<file path="src/inc/fmc_cfg.svh">
// Purpose: constants of the 300-baud fsk modem core
// Assumes: 20 MHz system clock, 3.6864 MHz tone reference
// Notes:   times in their own unit, counts derived from them
`ifndef FMC_CFG_SVH
`define FMC_CFG_SVH

// ----------------------------------------------------------------
// clocks
// ----------------------------------------------------------------
`define FMC_CLK_HZ        20000000
`define FMC_CLK_PERIOD_NS 50
`define FMC_REF_HZ        3686400
// fractional reference tick: add REF/100 per cycle, modulo CLK/100
`define FMC_REF_INC       (`FMC_REF_HZ / 100)
`define FMC_REF_MOD       (`FMC_CLK_HZ / 100)
`define FMC_SIN_STEPS     16

// ----------------------------------------------------------------
// tones in hz
// ----------------------------------------------------------------
`define FMC_F_CH2_SPACE   1850
`define FMC_F_CH2_MARK    1650
`define FMC_F_CH1_SPACE   1180
`define FMC_F_CH1_MARK    980
`define FMC_F_ANS_SPACE   2025
`define FMC_F_ANS_MARK    2225
`define FMC_F_ORG_SPACE   1070
`define FMC_F_ORG_MARK    1270
`define FMC_F_ABT_US      2025
`define FMC_F_ABT_INTL    2100
// reference ticks per sine step
`define FMC_TONE_DIV(f)   ((`FMC_REF_HZ / `FMC_SIN_STEPS) / (f))
// period threshold in clock cycles at the mid frequency of a pair
`define FMC_MID_THR(a, b) ((2 * `FMC_CLK_HZ) / ((a) + (b)))

// ----------------------------------------------------------------
// request-to-clear delays in us
// ----------------------------------------------------------------
`define FMC_DLY_TICK_US   100
`define FMC_DLY0_US       0
`define FMC_DLY1_US       26700
`define FMC_DLY2_US       40000
`define FMC_DLY3_US       60000
`define FMC_DLY4_US       133300
`define FMC_DLY5_US       213300
`define FMC_DLY6_US       266700
`define FMC_DLY7_US       426600
`define FMC_DLY_TICK_CYC  ((`FMC_DLY_TICK_US * 1000) / `FMC_CLK_PERIOD_NS)

// ----------------------------------------------------------------
// register map and fields
// ----------------------------------------------------------------
`define FMC_REG_CTRL      8'h00
`define FMC_REG_STATUS    8'h04
`define FMC_CTRL_RST      32'h0000_0001
`define FMC_CTRL_EN_BIT   0
`define FMC_RESP_OKAY     2'b00
`define FMC_RESP_SLVERR   2'b10
`define FMC_CAR_MID       8'h80

`endif

</file>
<file path="src/inc/fmc_pkg.sv">
// Purpose: types of the 300-baud fsk modem core
// Assumes: axi4-lite with 32-bit data
// Notes:   constants live in fmc_cfg.svh
package fmc_pkg;

	typedef enum logic [1:0] {
		CTS_IDLE  = 2'b00,
		CTS_WAIT  = 2'b01,
		CTS_CLEAR = 2'b10
	} fmc_cts_st_t;

	typedef struct packed {
		logic        awvalid;
		logic [7:0]  awaddr;
		logic        wvalid;
		logic [31:0] wdata;
		logic [3:0]  wstrb;
		logic        bready;
		logic        arvalid;
		logic [7:0]  araddr;
		logic        rready;
	} fmc_axi_req_t;

	typedef struct packed {
		logic        awready;
		logic        wready;
		logic        bvalid;
		logic [1:0]  bresp;
		logic        arready;
		logic        rvalid;
		logic [31:0] rdata;
		logic [1:0]  rresp;
	} fmc_axi_rsp_t;

	typedef struct packed {
		logic       rts_n;
		logic       tx_data;
		logic [2:0] delay_sel;
		logic       channel_sel;
		logic       standard_sel;
		logic       answer_tone_request;
		logic       loopback_check;
		logic       carrier_present_n;
		logic       rx_carrier;
	} fmc_pins_in_t;

	typedef struct packed {
		logic [7:0] tx_carrier;
		logic       tx_test;
		logic       cts_n;
		logic       rx_data;
		logic       detector_probe_out;
	} fmc_pins_out_t;

	typedef struct packed {
		logic [17:0]  ref_acc;
		logic         ref_tick;
		logic [7:0]   step_cnt;
		logic [3:0]   phase;
		logic [7:0]   car;
		logic         txt;
		logic         prev_rx;
		logic [15:0]  per_cnt;
		logic         det;
		logic         rxd;
		logic [11:0]  tick_cnt;
		logic [12:0]  dly_cnt;
		fmc_cts_st_t  cts_st;
		logic         cts_n;
		logic [31:0]  ctrl;
		logic         aw_have;
		logic [7:0]   aw_addr;
		logic         w_have;
		logic [31:0]  w_data;
		logic [3:0]   w_strb;
		fmc_axi_rsp_t axi;
	} fmc_state_t;

endpackage

</file>
<file path="src/design/fmc_modem.sv">
// Purpose: digital core of a 300-baud fsk modem
// Assumes: pins synchronous to clk_sys_i, axi4-lite register port
// Notes on behaviour
// [RL1] cts low after selected delay on rts fall
// [RL2] cts high at once when rts rises
// [RL3] terminal holds tx data mark until cts
// [RL4] three selects choose one of eight delays
// [RL5] delays within 1.7 ms of nominal
// [RL6] rts low enables modulator, high disables
// [RL7] carrier absent forces rx data high
// [RL8] channel select picks answer/originate or channel
// [RL9] standard select: 1 us, 0 international
// [RL10] self test retunes demodulator to transmit pair
// [RL11] system loops transmit back for self test
// [RL12] answer tone overrides carrier, holds cts high
// [RL13] tx data high mark, low space
// [RL14] international channel frequencies as tabled
// [RL15] us answer/originate frequencies as tabled
// [RL16] tones derived from 3.6864 mhz reference
// [RL17] sine built from sixteen steps per cycle
// [RL18] tx test is square at transmit frequency
// [RL19] detector decision exposed on probe pin
// [RL20] rx carrier is limited square wave
// [RL21] edge period compared to pair midpoint
// [RL22] idle carrier holds mid-scale step
//
// Design decisions made here: the placing of the registers and the AXI4-Lite register port.
`timescale 1ns/100ps
`include "fmc_cfg.svh"

module fmc_modem #(
	parameter int unsigned TICK_CYC = `FMC_DLY_TICK_CYC
) (
	// clock and reset
	input  wire logic                   clk_sys_i,
	input  wire logic                   arst_n_i,
	// register port
	input  wire fmc_pkg::fmc_axi_req_t  axi_req_i,
	output fmc_pkg::fmc_axi_rsp_t       axi_rsp_o,
	// modem pins
	input  wire fmc_pkg::fmc_pins_in_t  pins_i,
	output fmc_pkg::fmc_pins_out_t      pins_o
);
	import fmc_pkg::*;

	// ------------------------------------------------------------
	// reset release
	// ------------------------------------------------------------
	logic [1:0] rst_sync;
	logic       rst_n;

	always_ff @(posedge clk_sys_i or negedge arst_n_i) begin
		if (!arst_n_i) begin
			rst_sync <= 2'b00;
		end else begin
			rst_sync <= {rst_sync[0], 1'b1};
		end
	end
	assign rst_n = rst_sync[1];

	// ------------------------------------------------------------
	// state
	// ------------------------------------------------------------
	fmc_state_t r;
	fmc_state_t next_r;

	logic [7:0]  tx_div;
	logic [15:0] rx_thr;
	logic        rx_hi_mark;
	logic        own_chan;
	logic [12:0] dly_len;
	logic        mod_on;
	logic        tone_on;
	logic        enable;
	logic [18:0] acc_sum;

	// sine step values, offset binary around mid-scale
	function automatic logic [7:0] sine_step(input logic [3:0] ph);
		logic [7:0] v;
		v = 8'h80;
		unique case (ph)
			4'h0: v = 8'h80;
			4'h1: v = 8'hb1;
			4'h2: v = 8'hda;
			4'h3: v = 8'hf6;
			4'h4: v = 8'hff;
			4'h5: v = 8'hf6;
			4'h6: v = 8'hda;
			4'h7: v = 8'hb1;
			4'h8: v = 8'h80;
			4'h9: v = 8'h4f;
			4'ha: v = 8'h26;
			4'hb: v = 8'h0a;
			4'hc: v = 8'h01;
			4'hd: v = 8'h0a;
			4'he: v = 8'h26;
			4'hf: v = 8'h4f;
		endcase
		return v;
	endfunction

	// ------------------------------------------------------------
	// tone and threshold selection
	// ------------------------------------------------------------
	always_comb begin
		enable  = r.ctrl[`FMC_CTRL_EN_BIT];
		tone_on = enable && pins_i.answer_tone_request;
		// [RL6] rts gates modulator
		mod_on  = enable && !pins_i.rts_n;
		tx_div  = 8'(`FMC_TONE_DIV(`FMC_F_CH2_SPACE));
		// [RL12] answer tone per standard
		if (tone_on) begin
			tx_div = pins_i.standard_sel ?
				8'(`FMC_TONE_DIV(`FMC_F_ABT_US)) :
				8'(`FMC_TONE_DIV(`FMC_F_ABT_INTL));
		end else begin
			// [RL8] [RL9] [RL13] pair and mark/space choice
			unique case ({pins_i.standard_sel, pins_i.channel_sel,
				pins_i.tx_data})
				// [RL14] international frequencies
				3'b000: tx_div = 8'(`FMC_TONE_DIV(`FMC_F_CH2_SPACE));
				3'b001: tx_div = 8'(`FMC_TONE_DIV(`FMC_F_CH2_MARK));
				3'b010: tx_div = 8'(`FMC_TONE_DIV(`FMC_F_CH1_SPACE));
				3'b011: tx_div = 8'(`FMC_TONE_DIV(`FMC_F_CH1_MARK));
				// [RL15] us frequencies
				3'b100: tx_div = 8'(`FMC_TONE_DIV(`FMC_F_ANS_SPACE));
				3'b101: tx_div = 8'(`FMC_TONE_DIV(`FMC_F_ANS_MARK));
				3'b110: tx_div = 8'(`FMC_TONE_DIV(`FMC_F_ORG_SPACE));
				3'b111: tx_div = 8'(`FMC_TONE_DIV(`FMC_F_ORG_MARK));
			endcase
		end
		// [RL10] self test listens on own pair, else the far pair
		own_chan = pins_i.loopback_check ? pins_i.channel_sel :
			!pins_i.channel_sel;
		rx_thr     = 16'(`FMC_MID_THR(`FMC_F_CH2_SPACE, `FMC_F_CH2_MARK));
		rx_hi_mark = 1'b0;
		unique case ({pins_i.standard_sel, own_chan})
			2'b00: begin
				rx_thr = 16'(`FMC_MID_THR(`FMC_F_CH2_SPACE,
					`FMC_F_CH2_MARK));
				rx_hi_mark = 1'b0;
			end
			2'b01: begin
				rx_thr = 16'(`FMC_MID_THR(`FMC_F_CH1_SPACE,
					`FMC_F_CH1_MARK));
				rx_hi_mark = 1'b0;
			end
			2'b10: begin
				rx_thr = 16'(`FMC_MID_THR(`FMC_F_ANS_SPACE,
					`FMC_F_ANS_MARK));
				rx_hi_mark = 1'b1;
			end
			2'b11: begin
				rx_thr = 16'(`FMC_MID_THR(`FMC_F_ORG_SPACE,
					`FMC_F_ORG_MARK));
				rx_hi_mark = 1'b1;
			end
		endcase
		// [RL4] [RL5] delay in 100 us ticks
		dly_len = 13'(`FMC_DLY0_US / `FMC_DLY_TICK_US);
		unique case (pins_i.delay_sel)
			3'd0: dly_len = 13'(`FMC_DLY0_US / `FMC_DLY_TICK_US);
			3'd1: dly_len = 13'(`FMC_DLY1_US / `FMC_DLY_TICK_US);
			3'd2: dly_len = 13'(`FMC_DLY2_US / `FMC_DLY_TICK_US);
			3'd3: dly_len = 13'(`FMC_DLY3_US / `FMC_DLY_TICK_US);
			3'd4: dly_len = 13'(`FMC_DLY4_US / `FMC_DLY_TICK_US);
			3'd5: dly_len = 13'(`FMC_DLY5_US / `FMC_DLY_TICK_US);
			3'd6: dly_len = 13'(`FMC_DLY6_US / `FMC_DLY_TICK_US);
			3'd7: dly_len = 13'(`FMC_DLY7_US / `FMC_DLY_TICK_US);
		endcase
	end

	// ------------------------------------------------------------
	// next state
	// ------------------------------------------------------------
	always_comb begin
		next_r = r;

		// [RL16] fractional 3.6864 mhz reference tick
		acc_sum = {1'b0, r.ref_acc} + 19'(`FMC_REF_INC);
		if (acc_sum >= 19'(`FMC_REF_MOD)) begin
			next_r.ref_acc  = 18'(acc_sum - 19'(`FMC_REF_MOD));
			next_r.ref_tick = 1'b1;
		end else begin
			next_r.ref_acc  = acc_sum[17:0];
			next_r.ref_tick = 1'b0;
		end

		// [RL17] sixteen-step sine synthesis
		if (r.ref_tick) begin
			if (r.step_cnt + 8'h01 >= tx_div) begin
				next_r.step_cnt = 8'h00;
				next_r.phase    = r.phase + 4'h1;
			end else begin
				next_r.step_cnt = r.step_cnt + 8'h01;
			end
		end
		// [RL22] idle carrier at mid-scale
		if (mod_on || tone_on) begin
			next_r.car = sine_step(r.phase);
		end else begin
			next_r.car = `FMC_CAR_MID;
		end
		// [RL18] square at transmit frequency
		next_r.txt = r.phase[3];

		// [RL21] edge period against pair midpoint
		next_r.prev_rx = pins_i.rx_carrier;
		if (pins_i.rx_carrier && !r.prev_rx) begin
			next_r.per_cnt = 16'h0000;
			next_r.det     = (r.per_cnt < rx_thr) ~^ rx_hi_mark;
		end else if (r.per_cnt != 16'hffff) begin
			next_r.per_cnt = r.per_cnt + 16'h0001;
		end
		// [RL7] clamp rx data without carrier
		next_r.rxd = pins_i.carrier_present_n ? 1'b1 : next_r.det;

		// request-to-clear sequencing
		if (r.tick_cnt + 12'h001 >= 12'(TICK_CYC)) begin
			next_r.tick_cnt = 12'h000;
		end else begin
			next_r.tick_cnt = r.tick_cnt + 12'h001;
		end
		unique case (r.cts_st)
			CTS_IDLE: begin
				next_r.cts_n = 1'b1;
				// [RL1] start delay on rts low
				if (mod_on && !tone_on) begin
					next_r.dly_cnt  = 13'h0000;
					next_r.tick_cnt = 12'h000;
					next_r.cts_st   = CTS_WAIT;
				end
			end
			CTS_WAIT: begin
				// [RL2] [RL12] abort at once
				if (!mod_on || tone_on) begin
					next_r.cts_st = CTS_IDLE;
				// [RL1] delay elapsed
				end else if (r.dly_cnt >= dly_len) begin
					next_r.cts_st = CTS_CLEAR;
					next_r.cts_n  = 1'b0;
				end else if (r.tick_cnt + 12'h001 >= 12'(TICK_CYC)) begin
					next_r.dly_cnt = r.dly_cnt + 13'h0001;
				end
			end
			CTS_CLEAR: begin
				// [RL2] [RL12] release without delay
				if (!mod_on || tone_on) begin
					next_r.cts_st = CTS_IDLE;
					next_r.cts_n  = 1'b1;
				end
			end
			default: begin
				next_r.cts_st = CTS_IDLE;
				next_r.cts_n  = 1'b1;
			end
		endcase

		// register write: address and data in either order
		if (axi_req_i.awvalid && r.axi.awready) begin
			next_r.aw_have     = 1'b1;
			next_r.aw_addr     = axi_req_i.awaddr;
			next_r.axi.awready = 1'b0;
		end
		if (axi_req_i.wvalid && r.axi.wready) begin
			next_r.w_have     = 1'b1;
			next_r.w_data     = axi_req_i.wdata;
			next_r.w_strb     = axi_req_i.wstrb;
			next_r.axi.wready = 1'b0;
		end
		if (r.aw_have && r.w_have && !r.axi.bvalid) begin
			next_r.aw_have    = 1'b0;
			next_r.w_have     = 1'b0;
			next_r.axi.bvalid = 1'b1;
			if (r.aw_addr[7:2] == `FMC_REG_CTRL >> 2) begin
				next_r.axi.bresp = `FMC_RESP_OKAY;
				for (int i = 0; i < 4; i++) begin
					if (r.w_strb[i]) begin
						next_r.ctrl[i*8 +: 8] = r.w_data[i*8 +: 8];
					end
				end
			end else if (r.aw_addr[7:2] == `FMC_REG_STATUS >> 2) begin
				next_r.axi.bresp = `FMC_RESP_OKAY;
			end else begin
				next_r.axi.bresp = `FMC_RESP_SLVERR;
			end
		end
		if (r.axi.bvalid && axi_req_i.bready) begin
			next_r.axi.bvalid  = 1'b0;
			next_r.axi.awready = 1'b1;
			next_r.axi.wready  = 1'b1;
		end

		// register read
		if (axi_req_i.arvalid && r.axi.arready) begin
			next_r.axi.arready = 1'b0;
			next_r.axi.rvalid  = 1'b1;
			next_r.axi.rresp   = `FMC_RESP_OKAY;
			if (axi_req_i.araddr[7:2] == `FMC_REG_CTRL >> 2) begin
				next_r.axi.rdata = r.ctrl;
			end else if (axi_req_i.araddr[7:2] == `FMC_REG_STATUS >> 2)
				begin
				next_r.axi.rdata = {22'h000000, r.cts_st,
					pins_i.delay_sel, tone_on, mod_on, r.det, r.rxd,
					r.cts_n};
			end else begin
				next_r.axi.rdata = 32'h0000_0000;
				next_r.axi.rresp = `FMC_RESP_SLVERR;
			end
		end
		if (r.axi.rvalid && axi_req_i.rready) begin
			next_r.axi.rvalid  = 1'b0;
			next_r.axi.arready = 1'b1;
		end
	end

	// ------------------------------------------------------------
	// registers
	// ------------------------------------------------------------
	always_ff @(posedge clk_sys_i or negedge rst_n) begin
		if (!rst_n) begin
			r             <= '0;
			r.car         <= `FMC_CAR_MID;
			r.det         <= 1'b1;
			r.rxd         <= 1'b1;
			r.cts_n       <= 1'b1;
			r.cts_st      <= CTS_IDLE;
			r.ctrl        <= `FMC_CTRL_RST;
			r.axi.awready <= 1'b1;
			r.axi.wready  <= 1'b1;
			r.axi.arready <= 1'b1;
		end else begin
			r <= next_r;
		end
	end

	// ------------------------------------------------------------
	// outputs
	// ------------------------------------------------------------
	assign axi_rsp_o                 = r.axi;
	assign pins_o.tx_carrier         = r.car;
	assign pins_o.tx_test            = r.txt;
	assign pins_o.cts_n              = r.cts_n;
	assign pins_o.rx_data            = r.rxd;
	// [RL19] raw detector decision
	assign pins_o.detector_probe_out = r.det;

endmodule

</file>
<file path="config.mk">
export PLATFORM = sky130hd
export DESIGN_NAME = fmc_modem
export DESIGN_NICKNAME = d
export VERILOG_FILES = /design/src/inc/fmc_pkg.sv /design/src/design/fmc_modem.sv
export VERILOG_INCLUDE_DIRS = /design/src /design/src/inc
export SDC_FILE = /design/constraint.sdc
export NUM_CORES = 1
export LEC_CHECK = 0
export ABC_AREA = 1
export BUFFER_PORTS_ARGS = -buffer_cell sky130_fd_sc_hd__buf_2
export CAP_MARGIN = 25
export CELL_PAD_IN_SITES_DETAIL_PLACEMENT = 0
export CELL_PAD_IN_SITES_GLOBAL_PLACEMENT = 1
export CORE_MARGIN = 1.5
export CORE_UTILIZATION = 48
export DETAILED_ROUTE_END_ITERATION = 8
export PLACE_DENSITY = 0.82
export SLEW_MARGIN = 20
export SYNTH_ARGS = -nofsm -noshare
export SYNTH_HDL_FRONTEND = slang
export SYNTH_SLANG_ARGS = --single-unit
</file>
<file path="constraint.sdc">
create_clock -name clk_sys_i -period 11.79 [get_ports clk_sys_i]
set_input_delay 1.7685 -clock clk_sys_i [delete_from_list [all_inputs] [get_ports clk_sys_i]]
set_output_delay 1.7685 -clock clk_sys_i [all_outputs]
set_load 0.02 [all_outputs]
</file>
==> impl_results.md, run 1 <==
- Syn Area/Cell: 8.87 um^2
- Final Slew Violations: 0
- GPL Wtd Cong: 0.811
- Residual DRC: 0
- Largest net degree at the start of global routing: 69
- Post-route antenna net violation count: 0
- Core area: between 0.02 and 0.025 mm^2
- Design Area, Final: 0.0115 mm^2
- Final Critical Period: approximately 4.4 ns
- Synth Area in Simple Gates: between 15 and 20%
- Critical Path Source Type: primary input
- Max cap viols: 0
- CP max-delay cell: a21oi_2
- Setup CP Type: in -> reg
- Most used cell, CP: nand2_1
- Synthesized cell area: 0.0104 mm^2
- Largest family of logic cells by synthesized area: simple AND/OR/NAND/NOR gates
- Antenna violations before repair: 3
- # setup viols final: 0
- Setup TNS: 0 ns
- Total power: 1.87 mW
- Mux share of post-synthesis cell area: 2.59%
- FF-to-FF Start: r[126]$_DFFE_PN0P_
- Worst setup EP type: register
- Synth Area in Adders: 6.86%
- Clock latency on the worst-skew pair: ~0.44 ns
- Worst hold start: rst_sync[0]$_DFF_PN0_
- Top cells by count, synth: 259 x nand2_1, 190 x dfrtp_1, 134 x inv_1, 79 x o21ai_0, 76 x nor2_1
- Clk pwr share: 33.1%
- Die W: 150 um
- Average wire per standard cell: 13.6 um
- Top cell type's share of synthesized area: 45.7%
- Postcts setup bufs: 0
- Register area share after synthesis: 47.8%
- Ys async rst share: 100%
- Max VDD drop: ~0.000094 V
- Crit path required time: ~12 ns
- Area of the multi-input gates: 0.00440 mm^2
- CTS Buf Count: 17
- Switching Power: 623 uW
- Main flop type after synthesis: dfrtp_1
- Final Hold Fails: 0
- Fill cell count: 1997
- Rows: 53
- Int Pwr: 1.25 mW
- WP data arrival: between 4 and 5 ns
- Period utilization: between 30% and 40%
- Global-route wire length before repair: 35700 um
- Die Ht: around 150 um
- Gates resized, CTS repair: 0
- Crit Path Max Fanout: 15
- Vias per inst: 4.96
- CP Buf/Inv Count: 2
- Initial Utilization: 49.1%
- Detailed placement HPWL: around 15000 um
- Flop pwr share: 47.7%
- Max Buffers Root-to-Sink: 2
- Number of enable flip-flop cells after synthesis: 0
- Status: completed
- Routed via count: between 7000 and 8000
- Global route total overflow: 0
- Top-count cell post-synth: nand2_1
- Clock Sinks: 198
- Input/output buffers: 116
- CP cell instances: buf_2 > inv_1 > ha_1 > nand2_1 > a21boi_0 > ha_1 > a21oi_1 > o21ai_0 > a21oi_1 > nand3_1 > a21oi_2 > nand2_4 > nand2_1 > nand2_1
- Synth Register Bits: approximately 200
- Routed WL: 20700 um
- Worst path top cell family by delay: compound AO/OA/AOI/OAI gates
- Cell count after synthesis: 1172
- Library cells used by synthesis: 50
- Slowest cell delay on critical path: 0.66 ns
- DRT iter0 DRCs: 378
- Initial DRT Pass Iterations: 4
- CTS tree: built
- Dominant cell type by area after synthesis: dfrtp_1
- Vias in the first global route: approximately 7300
- Top post-synthesis cells by area: dfrtp_1 46%, nand2_1 9.4%, ha_1 6.9%
- Crit. Startpoint: pins_i[6]
- Leakage: 5.89 nW
- Worst-path clk slew: 0.09 ns
- Hold crit path type: reg -> reg
- Clock Skew: about 0.014 ns
- IO Pins: 123
- Synth Area in XOR/XNOR: 2.60%
- Share of cells above drive strength 1: 17.8%
- CTS root buffer: clkbuf_16
- Synth warn: 0
- Slew HR: approximately two fifths
- Synth Area in Compound Gates: 10.4%
- Total GRT Usage: 19.7%
- H-tree Lvls: 4
- Layout Nets: 1360
- FF/Latch Area: 0.00497 mm^2
- Unrepaired setup endpoints after global routing: no
- Pwr dens: 163 mW/mm^2
- Layout Area Growth over Synthesis: 10.7%
- Dpl cell area: 0.0108 mm^2
- Combinational share of power: 19.2%
- Measured slew at the worst slew-check pin: 0.875 ns
- Max frequency: approximately 230 MHz
- # hold bufs at CTS: 0
- Sw Ratio: 33.3%
- Full die area: approximately 0.023 mm^2
[metrics by stage]
step | cells | util (%) | worst slack [ns] | hold slack (ns)
final | 1523 | 54.4 | 7.43 | 0.357
after global routing | 1521 | 54.4 | 7.16 | 0.374
after CTS | 1521 | 54.4 | 7.47 | 0.358
after detailed placement | 1489 | 51.3 | 7.01 | 0.338
after global placement | 1489 | 51.3 | 7.05 | 0.334
after floorplan | 1174 | - | 5.88 | 0.331
[metal layers]
metal / wire length, um / GRT usage [%]
met2: 9370 / 30.8
met4: 382 / 6.13
met3: 843 / 4.12
met1: 10100 / 27.4
met5: 13 / 0
[worst reg2reg max path: cells and delay by family (launching register included)]
family	cells	cell delay (ns)
AO/OA/AOI/OAI	4	1.03
flip-flops	1	0.47
AND/OR/NAND/NOR	4	0.64
adder cells (fa/ha/maj)	1	0.36
[layout by cell type, fill, tap and decap left out, drive strengths merged, types with 8 or more instances in the layout]
| cell type | count |
|---|---|
| nor2 | 83 |
| clkbuf | 17 |
| xor2 | 23 |
| clkinv | 9 |
| buf | 121 |
| dfstp | 8 |
| o21ai | 89 |
| nor3 | 23 |
| nand2 | 276 |
| nand4 | 14 |
| dfrtp | 190 |
| ha | 57 |
| a21oi | 39 |
| a32o | 22 |
| nand3 | 54 |
| inv | 144 |
| mux2 | 23 |
| a211oi | 9 |
[area by class of cell]
cell class,count,area share [%]
antenna,2,0.0435
clock buffer,17,3.70
clock inverter,15,1.99
inverter,139,4.53
multi-input combinational,756,38.2
sequential,198,43.2
tap,275,2.99
timing repair buffer,121,5.37
[registers in the layout (all words and copies together) (netlist names)]
| name | flops |
|---|---|
| rst_sync | 2 |
| r | 143 |
| next_r | 1 |
| pins_o | 12 |
| axi_rsp_o | 39 |
| enable | 1 |
[worst paths after layout]
check,endpoint,slack [ns],cells past startpoint
min in group asynchronous,r[60]$_DFFE_PN0P_,0.43,0
max in group asynchronous,pins_o[8]$_DFF_PN0_,9.19,2
max reg2reg,r[134]$_DFFE_PN0P_,9.18,9
min reg2reg,rst_sync[1]$_DFF_PN0_,0.36,0
max,r[134]$_DFFE_PN0P_,7.43,14
min,rst_sync[1]$_DFF_PN0_,0.36,0
[cells by family after synthesis]
family | Yosys count
XOR/XNOR | 30
other | 2
flip-flops | 198
AO/OA/AOI/OAI | 178
adder cells (fa/ha/maj) | 57
multiplexers | 24
AND/OR/NAND/NOR | 463
buffers and inverters | 220
[power by group through the flow]
stage	Clock [mW]	Sequential [mW]	Combinational, mW
3_3_place_gp	0	0.901	0.354
4_1_cts	0.633	0.893	0.366
2_1_floorplan	0	0.888	0.294
3_5_place_dp	0	0.906	0.364
5_1_grt	0.661	0.912	0.422
6_report	0.619	0.892	0.359
Power figures use the tool's default switching activity.
==> inputs of run 2 (changes only) <==
--- a/config.mk
+++ b/config.mk
@@ -12,9 +12,9 @@
 export CELL_PAD_IN_SITES_DETAIL_PLACEMENT = 0
 export CELL_PAD_IN_SITES_GLOBAL_PLACEMENT = 1
 export CORE_MARGIN = 1.5
-export CORE_UTILIZATION = 48
+export CORE_UTILIZATION = 40
 export DETAILED_ROUTE_END_ITERATION = 8
-export PLACE_DENSITY = 0.82
+export PLACE_DENSITY = 0.73
 export SLEW_MARGIN = 20
 export SYNTH_ARGS = -nofsm -noshare
 export SYNTH_HDL_FRONTEND = slang
==> constraint.sdc (replaced) <==
create_clock -name clk_sys_i -period 3.7 [get_ports clk_sys_i]
set_input_delay 0.555 -clock clk_sys_i [delete_from_list [all_inputs] [get_ports clk_sys_i]]
set_output_delay 0.555 -clock clk_sys_i [all_outputs]
set_load 0.02 [all_outputs]
==> run 2 against run 1 <==
  * Sequential share of layout area decreased by 0.59 points
  * Combinational power rose to 3.3 times the previous value
  * Design area is 1.4% higher
  * Die area up 20%
  * Clock power grew to 3.3 times the previous value
  * Total power grew to 3.2 times the previous value
  * Largest power group unchanged
  * Hold slack lost 0.19 ns
  * Critical endpoint is now r[123]$_DFFE_PN0P_
  * Register-to-register slack worse by 7.9 ns
==> impl_results.md, run 2 (synthesis gave the netlist of run 1 again) <==
- Core area: 0.0253 mm^2
- CTS Buf Count: 17
- Max VDD drop: 0.000299 V
- CP cell instances: buf_2 > inv_1 > ha_1 > nand2_1 > a21boi_0 > ha_1 > a21oi_1 > o21ai_0 > a21oi_1 > nand3_1 > a21oi_2 > buf_4 > nand3_1 > nand2_1
- Largest Register: r
- Pwr dens: 517 mW/mm^2
- CP max-delay cell: ha_1
- Routed WL: roughly 22000 um
- Input/output buffers: 116
- Antenna violations before repair: 3
- Clock Skew: 0.0256 ns
- Critical Path Source Type: primary input
- Crit Path Max Fanout: 14
- Setup CP Type: in -> reg
- Worst-path clk slew: 0.09 ns
- Max cap viols: 0
- Clk pwr share: between 30% and 40%
- Vias in the first global route: 7348
- Unrepaired setup endpoints after global routing: no
- Full die area: 0.0270 mm^2
- Worst setup EP type: register
- Clock latency on the worst-skew pair: 0.45 ns
- Slowest cell delay on critical path: 0.31 ns
- Status: completed
- Switching Power: 2.03 mW
- Int Pwr: 4.00 mW
- Wire length on met3: 844 um
- H-tree Lvls: 4
- Residual DRC: 0
- Total GRT Usage: between 10% and 20%
- Routed wl met2: 10200 um
- Crit path required time: about 4.1 ns
- Vias per inst: 4.80
- Flop pwr share: between 40% and 50%
- Share of cells above drive strength 1: a little under a fifth
- # setup viols final: 0
- Largest net degree at the start of global routing: between 100 and 150
- Max Buffers Root-to-Sink: 2
- IO Pins: 123
- CTS tree: built
- Max reg flops: 143
- Die W: 164 um
- Setup TNS: 0 ns
- Clock Sinks: 198
- Post-route antenna net violation count: 0
- WP data arrival: 2.93 ns
- Most common cell after layout, fill and taps aside: nand2_1
- Total power: 6.03 mW
- Period utilization: 69.3%
- Final Hold Fails: 0
- GPL Wtd Cong: 0.791
- CTS root buffer: clkbuf_16
- Final Critical Period: about 2.6 ns
- Routed via count: 7606
- DRT iter0 DRCs: 327
- ANT cells: 0
- Global-route wire length before repair: 36000 um
- Measured slew at the worst slew-check pin: 0.696 ns
- Slew HR: 53.5%
- Met1 wire length: 10300 um
- Area of the multi-input gates: 0.00440 mm^2
- Global route total overflow: 0
- Detailed placement HPWL: 15300 um
- Initial Utilization: 41.0%
- Final Slew Violations: 0
- Layout Area Growth over Synthesis: 12.2%
- Average wire per standard cell: 13.6 um
- Die Ht: ~160 um
- FF/Latch Area: 0.00497 mm^2
- Hold crit path type: reg -> async
- Layout Nets: ~1400
- Rows: 58
- Fill cell count: between 2000 and 3000
- Sw Ratio: 33.7%
- Combinational share of power: roughly 20%
- DR top layer: met5
- Leakage: 5.95 nW
- Commonest cells after routing, fill and taps aside: 259 x nand2_1, 189 x dfrtp_1, 134 x inv_1
- Max frequency: between 300 and 400 MHz
- Initial DRT Pass Iterations: 4
[run 2: cell count changes in the layout (fill, tap and decap cells not counted), sizes merged]
cell | before | now
buf | 121 | 127
clkinv | 9 | 8
clkinvlp | 1 | 0
diode | 2 | 0
dlygate4sd3 | 0 | 1
inv | 144 | 146
[run 2: power groups by stage]
stage               Sequential, mW  Combinational (mW)  Clock (mW)
finish                        2.83                1.17        2.02
floorplan                     2.83               0.936           0
CTS                           2.84                1.20        2.09
detailed placement            2.88                1.19           0
global route                  2.89                1.37        2.17
global placement              2.86                1.16           0
[run 2: stage by stage]
| step | area [um^2] | setup slack [ns] | instances | utilization [%] | hold slack [ns] |
|---|---|---|---|---|---|
| after global placement | 11000 | 0.715 | 1549 | 43.3 | 0.165 |
| after global routing | 11700 | 0.826 | 1583 | 46.1 | 0.181 |
| after floorplan | 10400 | 0.445 | 1174 | - | 0.259 |
| after detailed placement | 11000 | 0.672 | 1549 | 43.3 | 0.165 |
| final | 11700 | 1.14 | 1583 | 46.1 | 0.168 |
| after CTS | 11600 | 1.14 | 1582 | 46.0 | 0.167 |
[run 2: worst max-delay path: cells and delay by family]
family	cells	cell delay (ns)
compound gates	5	0.80
fa+ha+maj	2	0.60
buf+inv	3	0.51
simple gates	4	0.44
[run 2: final timing paths]
check	from	to	slack [ns]	cells after the start
worst max-delay path	pins_i[6]	r[123]$_DFFE_PN0P_	1.14	14
worst min-delay path	rst_sync[1]$_DFF_PN0_	axi_rsp_o[37]$_DFFE_PN0P_	0.17	0
worst max register to register	enable$_DFFE_PN1P_	next_r[166]$_DFFE_PN0P_	1.30	12
worst min register to register	rst_sync[1]$_DFF_PN0_	axi_rsp_o[37]$_DFFE_PN0P_	0.17	0
max in group asynchronous	rst_sync[1]$_DFF_PN0_	axi_rsp_o[35]$_DFFE_PN1P_	2.59	2
min in group clk_sys_i	pins_i[0]	r[165]$_DFF_PN0_	0.23	1
[run 2: repair_timing]
action | 4_1_cts | 5_1_grt
buffers inserted | 0 | 0
hold buffers | 1 | 0
gates resized for setup | 0 | 0
endpoints found under the hold margin | 2 | 0
[run 2: layout make-up]
| class | instances | area share [%] |
|---|---|---|
| repair buffers | 128 | 6.05 |
| multi-input cells | 756 | 37.7 |
| clock buffers | 17 | 3.65 |
| inverters | 139 | 4.47 |
| well taps | 330 | 3.54 |
| flip-flops and latches | 198 | 42.6 |
| clock inverters | 15 | 2.04 |
[run 2: per-layer routing]
layer	track usage [%]	vias to the layer above
met2	27.3	100
met4	4.75	2
met5	0	-
li1	-	3922
met3	3.54	12
met1	22.7	3570
==> inputs of run 3 (changes only) <==
==> constraint.sdc (replaced) <==
create_clock -name clk_sys_i -period 2.1 [get_ports clk_sys_i]
set_input_delay 0.315 -clock clk_sys_i [delete_from_list [all_inputs] [get_ports clk_sys_i]]
set_output_delay 0.315 -clock clk_sys_i [all_outputs]
set_load 0.02 [all_outputs]
==> run 3 against run 2 <==
  * The run now ends with negative setup slack left
  * Final cell count is 4.8% higher
  * Design area rose by 7.6%
  * Clock skew shrank 0.011 ns
  * Hold slack lost 0.13 ns
  * Non-clock buffer count increased by 74
  * Die area stayed put
==> impl_results.md, run 3 (synthesis gave the netlist of run 1 again) <==
- Total GRT Usage: 17.4%
- Rows: a little under 60
- Critical Path Source Type: register
- Combinational share of power: 22.2%
- FF/Latch Area: 0.00497 mm^2
- Global route total overflow: 0
- Most common cell after layout, fill and taps aside: nand2_1
- Period utilization: 104%
- Unrepaired setup endpoints after global routing: yes
- Vias in the first global route: 7626
- Final Hold Fails: 0
- Dpl cell area: approximately 0.012 mm^2
- Max reg flops: between 100 and 150
- Routed WL: 22700 um
- Flop pwr share: 45.3%
- Global-route wire length before repair: about 37000 um
- CP Buf/Inv Count: 4
- GPL Wtd Cong: around 0.82
- CTS tree: built
- Final WS setup: -0.0936 ns
- IO Pins: 123
- Antenna violations before repair: 4
- Max Buffers Root-to-Sink: 2
- Largest net degree at the start of global routing: 68
- Die W: 164 um
- CTS Buf Count: 17
- Max frequency: between 400 and 500 MHz
- Crit Path Max Fanout: 8
- Initial Utilization: between 40% and 50%
- Reg2reg end: r[184]$_DFFE_PN0P_
- Max cap viols: 0
- Clock Skew: around 0.015 ns
- Hold EP: axi_rsp_o[39]$_DFFE_PN1P_
- Pwr dens: 879 mW/mm^2
- Worst hold start: axi_req_i[47]
- Core area: 0.0253 mm^2
- Input/output buffers: 116
- Residual DRC: 0
- Fill cell count: 2421
- Commonest cells after routing, fill and taps aside: 254 x nand2_1, 185 x dfrtp_1, 130 x inv_1
- Clock Sinks: just under 200
- CTS root buffer: clkbuf_16
- Setup TNS: -0.599 ns
- Average wire per standard cell: 13.7 um
- Slowest cell delay on critical path: 0.45 ns
- Clk pwr share: between 30% and 40%
- CP cell instances: ha_4 > buf_4 > buf_4 > xor2_2 > ha_1 > nand2_1 > o21ai_1 > nand2_1 > nand3_4 > buf_12 > clkinv_8 > nand3_1 > o21ai_0
- FF-to-FF Start: r[179]$_DFFE_PN0P_
- Area of the multi-input gates: 0.00462 mm^2
- Die Ht: 164 um
- H-tree Lvls: 4
- Share of cells above drive strength 1: 25.5%
- DRT iter0 DRCs: 457
- Switching Power: 3.73 mW
- Final Slew Violations: 0
- Worst setup EP type: register
- Final Critical Period: 2.19 ns
- Setup slack, reg-to-reg: -0.09 ns
- Int Pwr: 7.30 mW
- Total power: approximately 11 mW
- Layout Nets: 1441
- # setup viols final: 12
- Max VDD drop: a little over 0.0006 V
- Hold Slack: about 0.036 ns
- Sw Ratio: between 30% and 40%
- Hold crit path type: in -> reg
- Initial DRT Pass Iterations: 5
- WP data arrival: 2.50 ns
- Detailed placement HPWL: 16200 um
- Worst-path clk slew: 0.09 ns
- Path depth of the worst reg2reg path: 13
- Full die area: around 0.027 mm^2
- Layout Area Growth over Synthesis: 20.7%
- Post-route antenna net violation count: 0
- Clock latency on the worst-skew pair: 0.44 ns
- CP max-delay cell: dfrtp_2
- Crit path required time: 2.41 ns
- Setup CP Type: reg -> reg
- Failing checks: negative setup slack
- Largest Register: r
- Routed via count: 7946
- Design Area, Final: between 0.01 and 0.015 mm^2
- Worst hold path depth: 2
- Worst path top cell family by delay: adder cells
- Vias per inst: 4.79
- Leakage: 6.39 nW
- Status: finished, violations left
==> run 3: cell types whose count changed in the layout (fill, tap and decap cells not counted), sizes merged <==
cell / previous run / this run
buf: 127 / 199
inv: 146 / 147
diode: 0 / 2
clkinv: 8 / 7
clkbuf: 17 / 18
dlygate4sd3: 1 / 2
==> run 3: worst max-delay path by stage <==
stage                       start                  to  slack [ns]  depth (start not counted)
6_report       r[179]$_DFFE_PN0P_  r[184]$_DFFE_PN0P_       -0.09                         13
5_1_grt        r[179]$_DFFE_PN0P_  r[184]$_DFFE_PN0P_       -0.22                         13
4_1_cts        r[179]$_DFFE_PN0P_  r[175]$_DFFE_PN0P_       -0.05                         11
3_5_place_dp            pins_i[6]  r[130]$_DFFE_PN0P_       -0.41                         14
3_3_place_gp            pins_i[6]  r[134]$_DFFE_PN0P_       -0.39                         14
2_1_floorplan           pins_i[6]  r[129]$_DFFE_PN0P_       -0.14                         14
==> run 3: routing by layer <==
metal | part of all wire [%] | vias up | GRT usage [%]
met3 | 4.1 | 18 | 4.12
li1 | - | 4071 | -
met2 | 47 | 124 | 28.7
met5 | 0.11 | - | 0
met1 | 48 | 3729 | 23.2
met4 | 0.99 | 4 | 3.60
==> run 3: repair_timing <==
| item | CTS | global route |
|---|---|---|
| endpoints found under the hold margin | 3 | 0 |
| resized for setup | 13 | 43 |
| hold buffers | 2 | 0 |
| setup buffers | 0 | 11 |
| pin swaps | 8 | 20 |
| gates cloned | 0 | 1 |
| endpoints found under the setup margin | 12 | 38 |
==> run 3: per-stage QoR <==
stage / std cells / setup slack (ns) / util [%]
floorplan: 1174 / -0.141 / -
CTS: 1645 / -0.0467 / 48.4
detailed placement: 1611 / -0.414 / 45.6
finish: 1659 / -0.0936 / 49.6
global placement: 1611 / -0.393 / 45.6
global route: 1658 / -0.218 / 49.6
==> run 3: cell type report <==
type,instances,share of cell area [%]
diodes,2,0.0399
clock buffers,17,3.39
clock inverters,15,1.86
inverters,139,4.46
multi-input cells,756,36.8
flip-flops and latches,198,39.6
well taps,330,3.29
repair buffers,202,10.5
==> run 3: power by group through the flow <==
stage	Clock, mW	Combinational, mW	Sequential [mW]
final	3.59	2.45	5.00
after CTS	3.69	2.31	4.99
after global placement	0	2.23	5.03
after floorplan	0	1.66	4.99
after detailed placement	0	2.27	5.05
after global routing	3.87	2.81	5.09
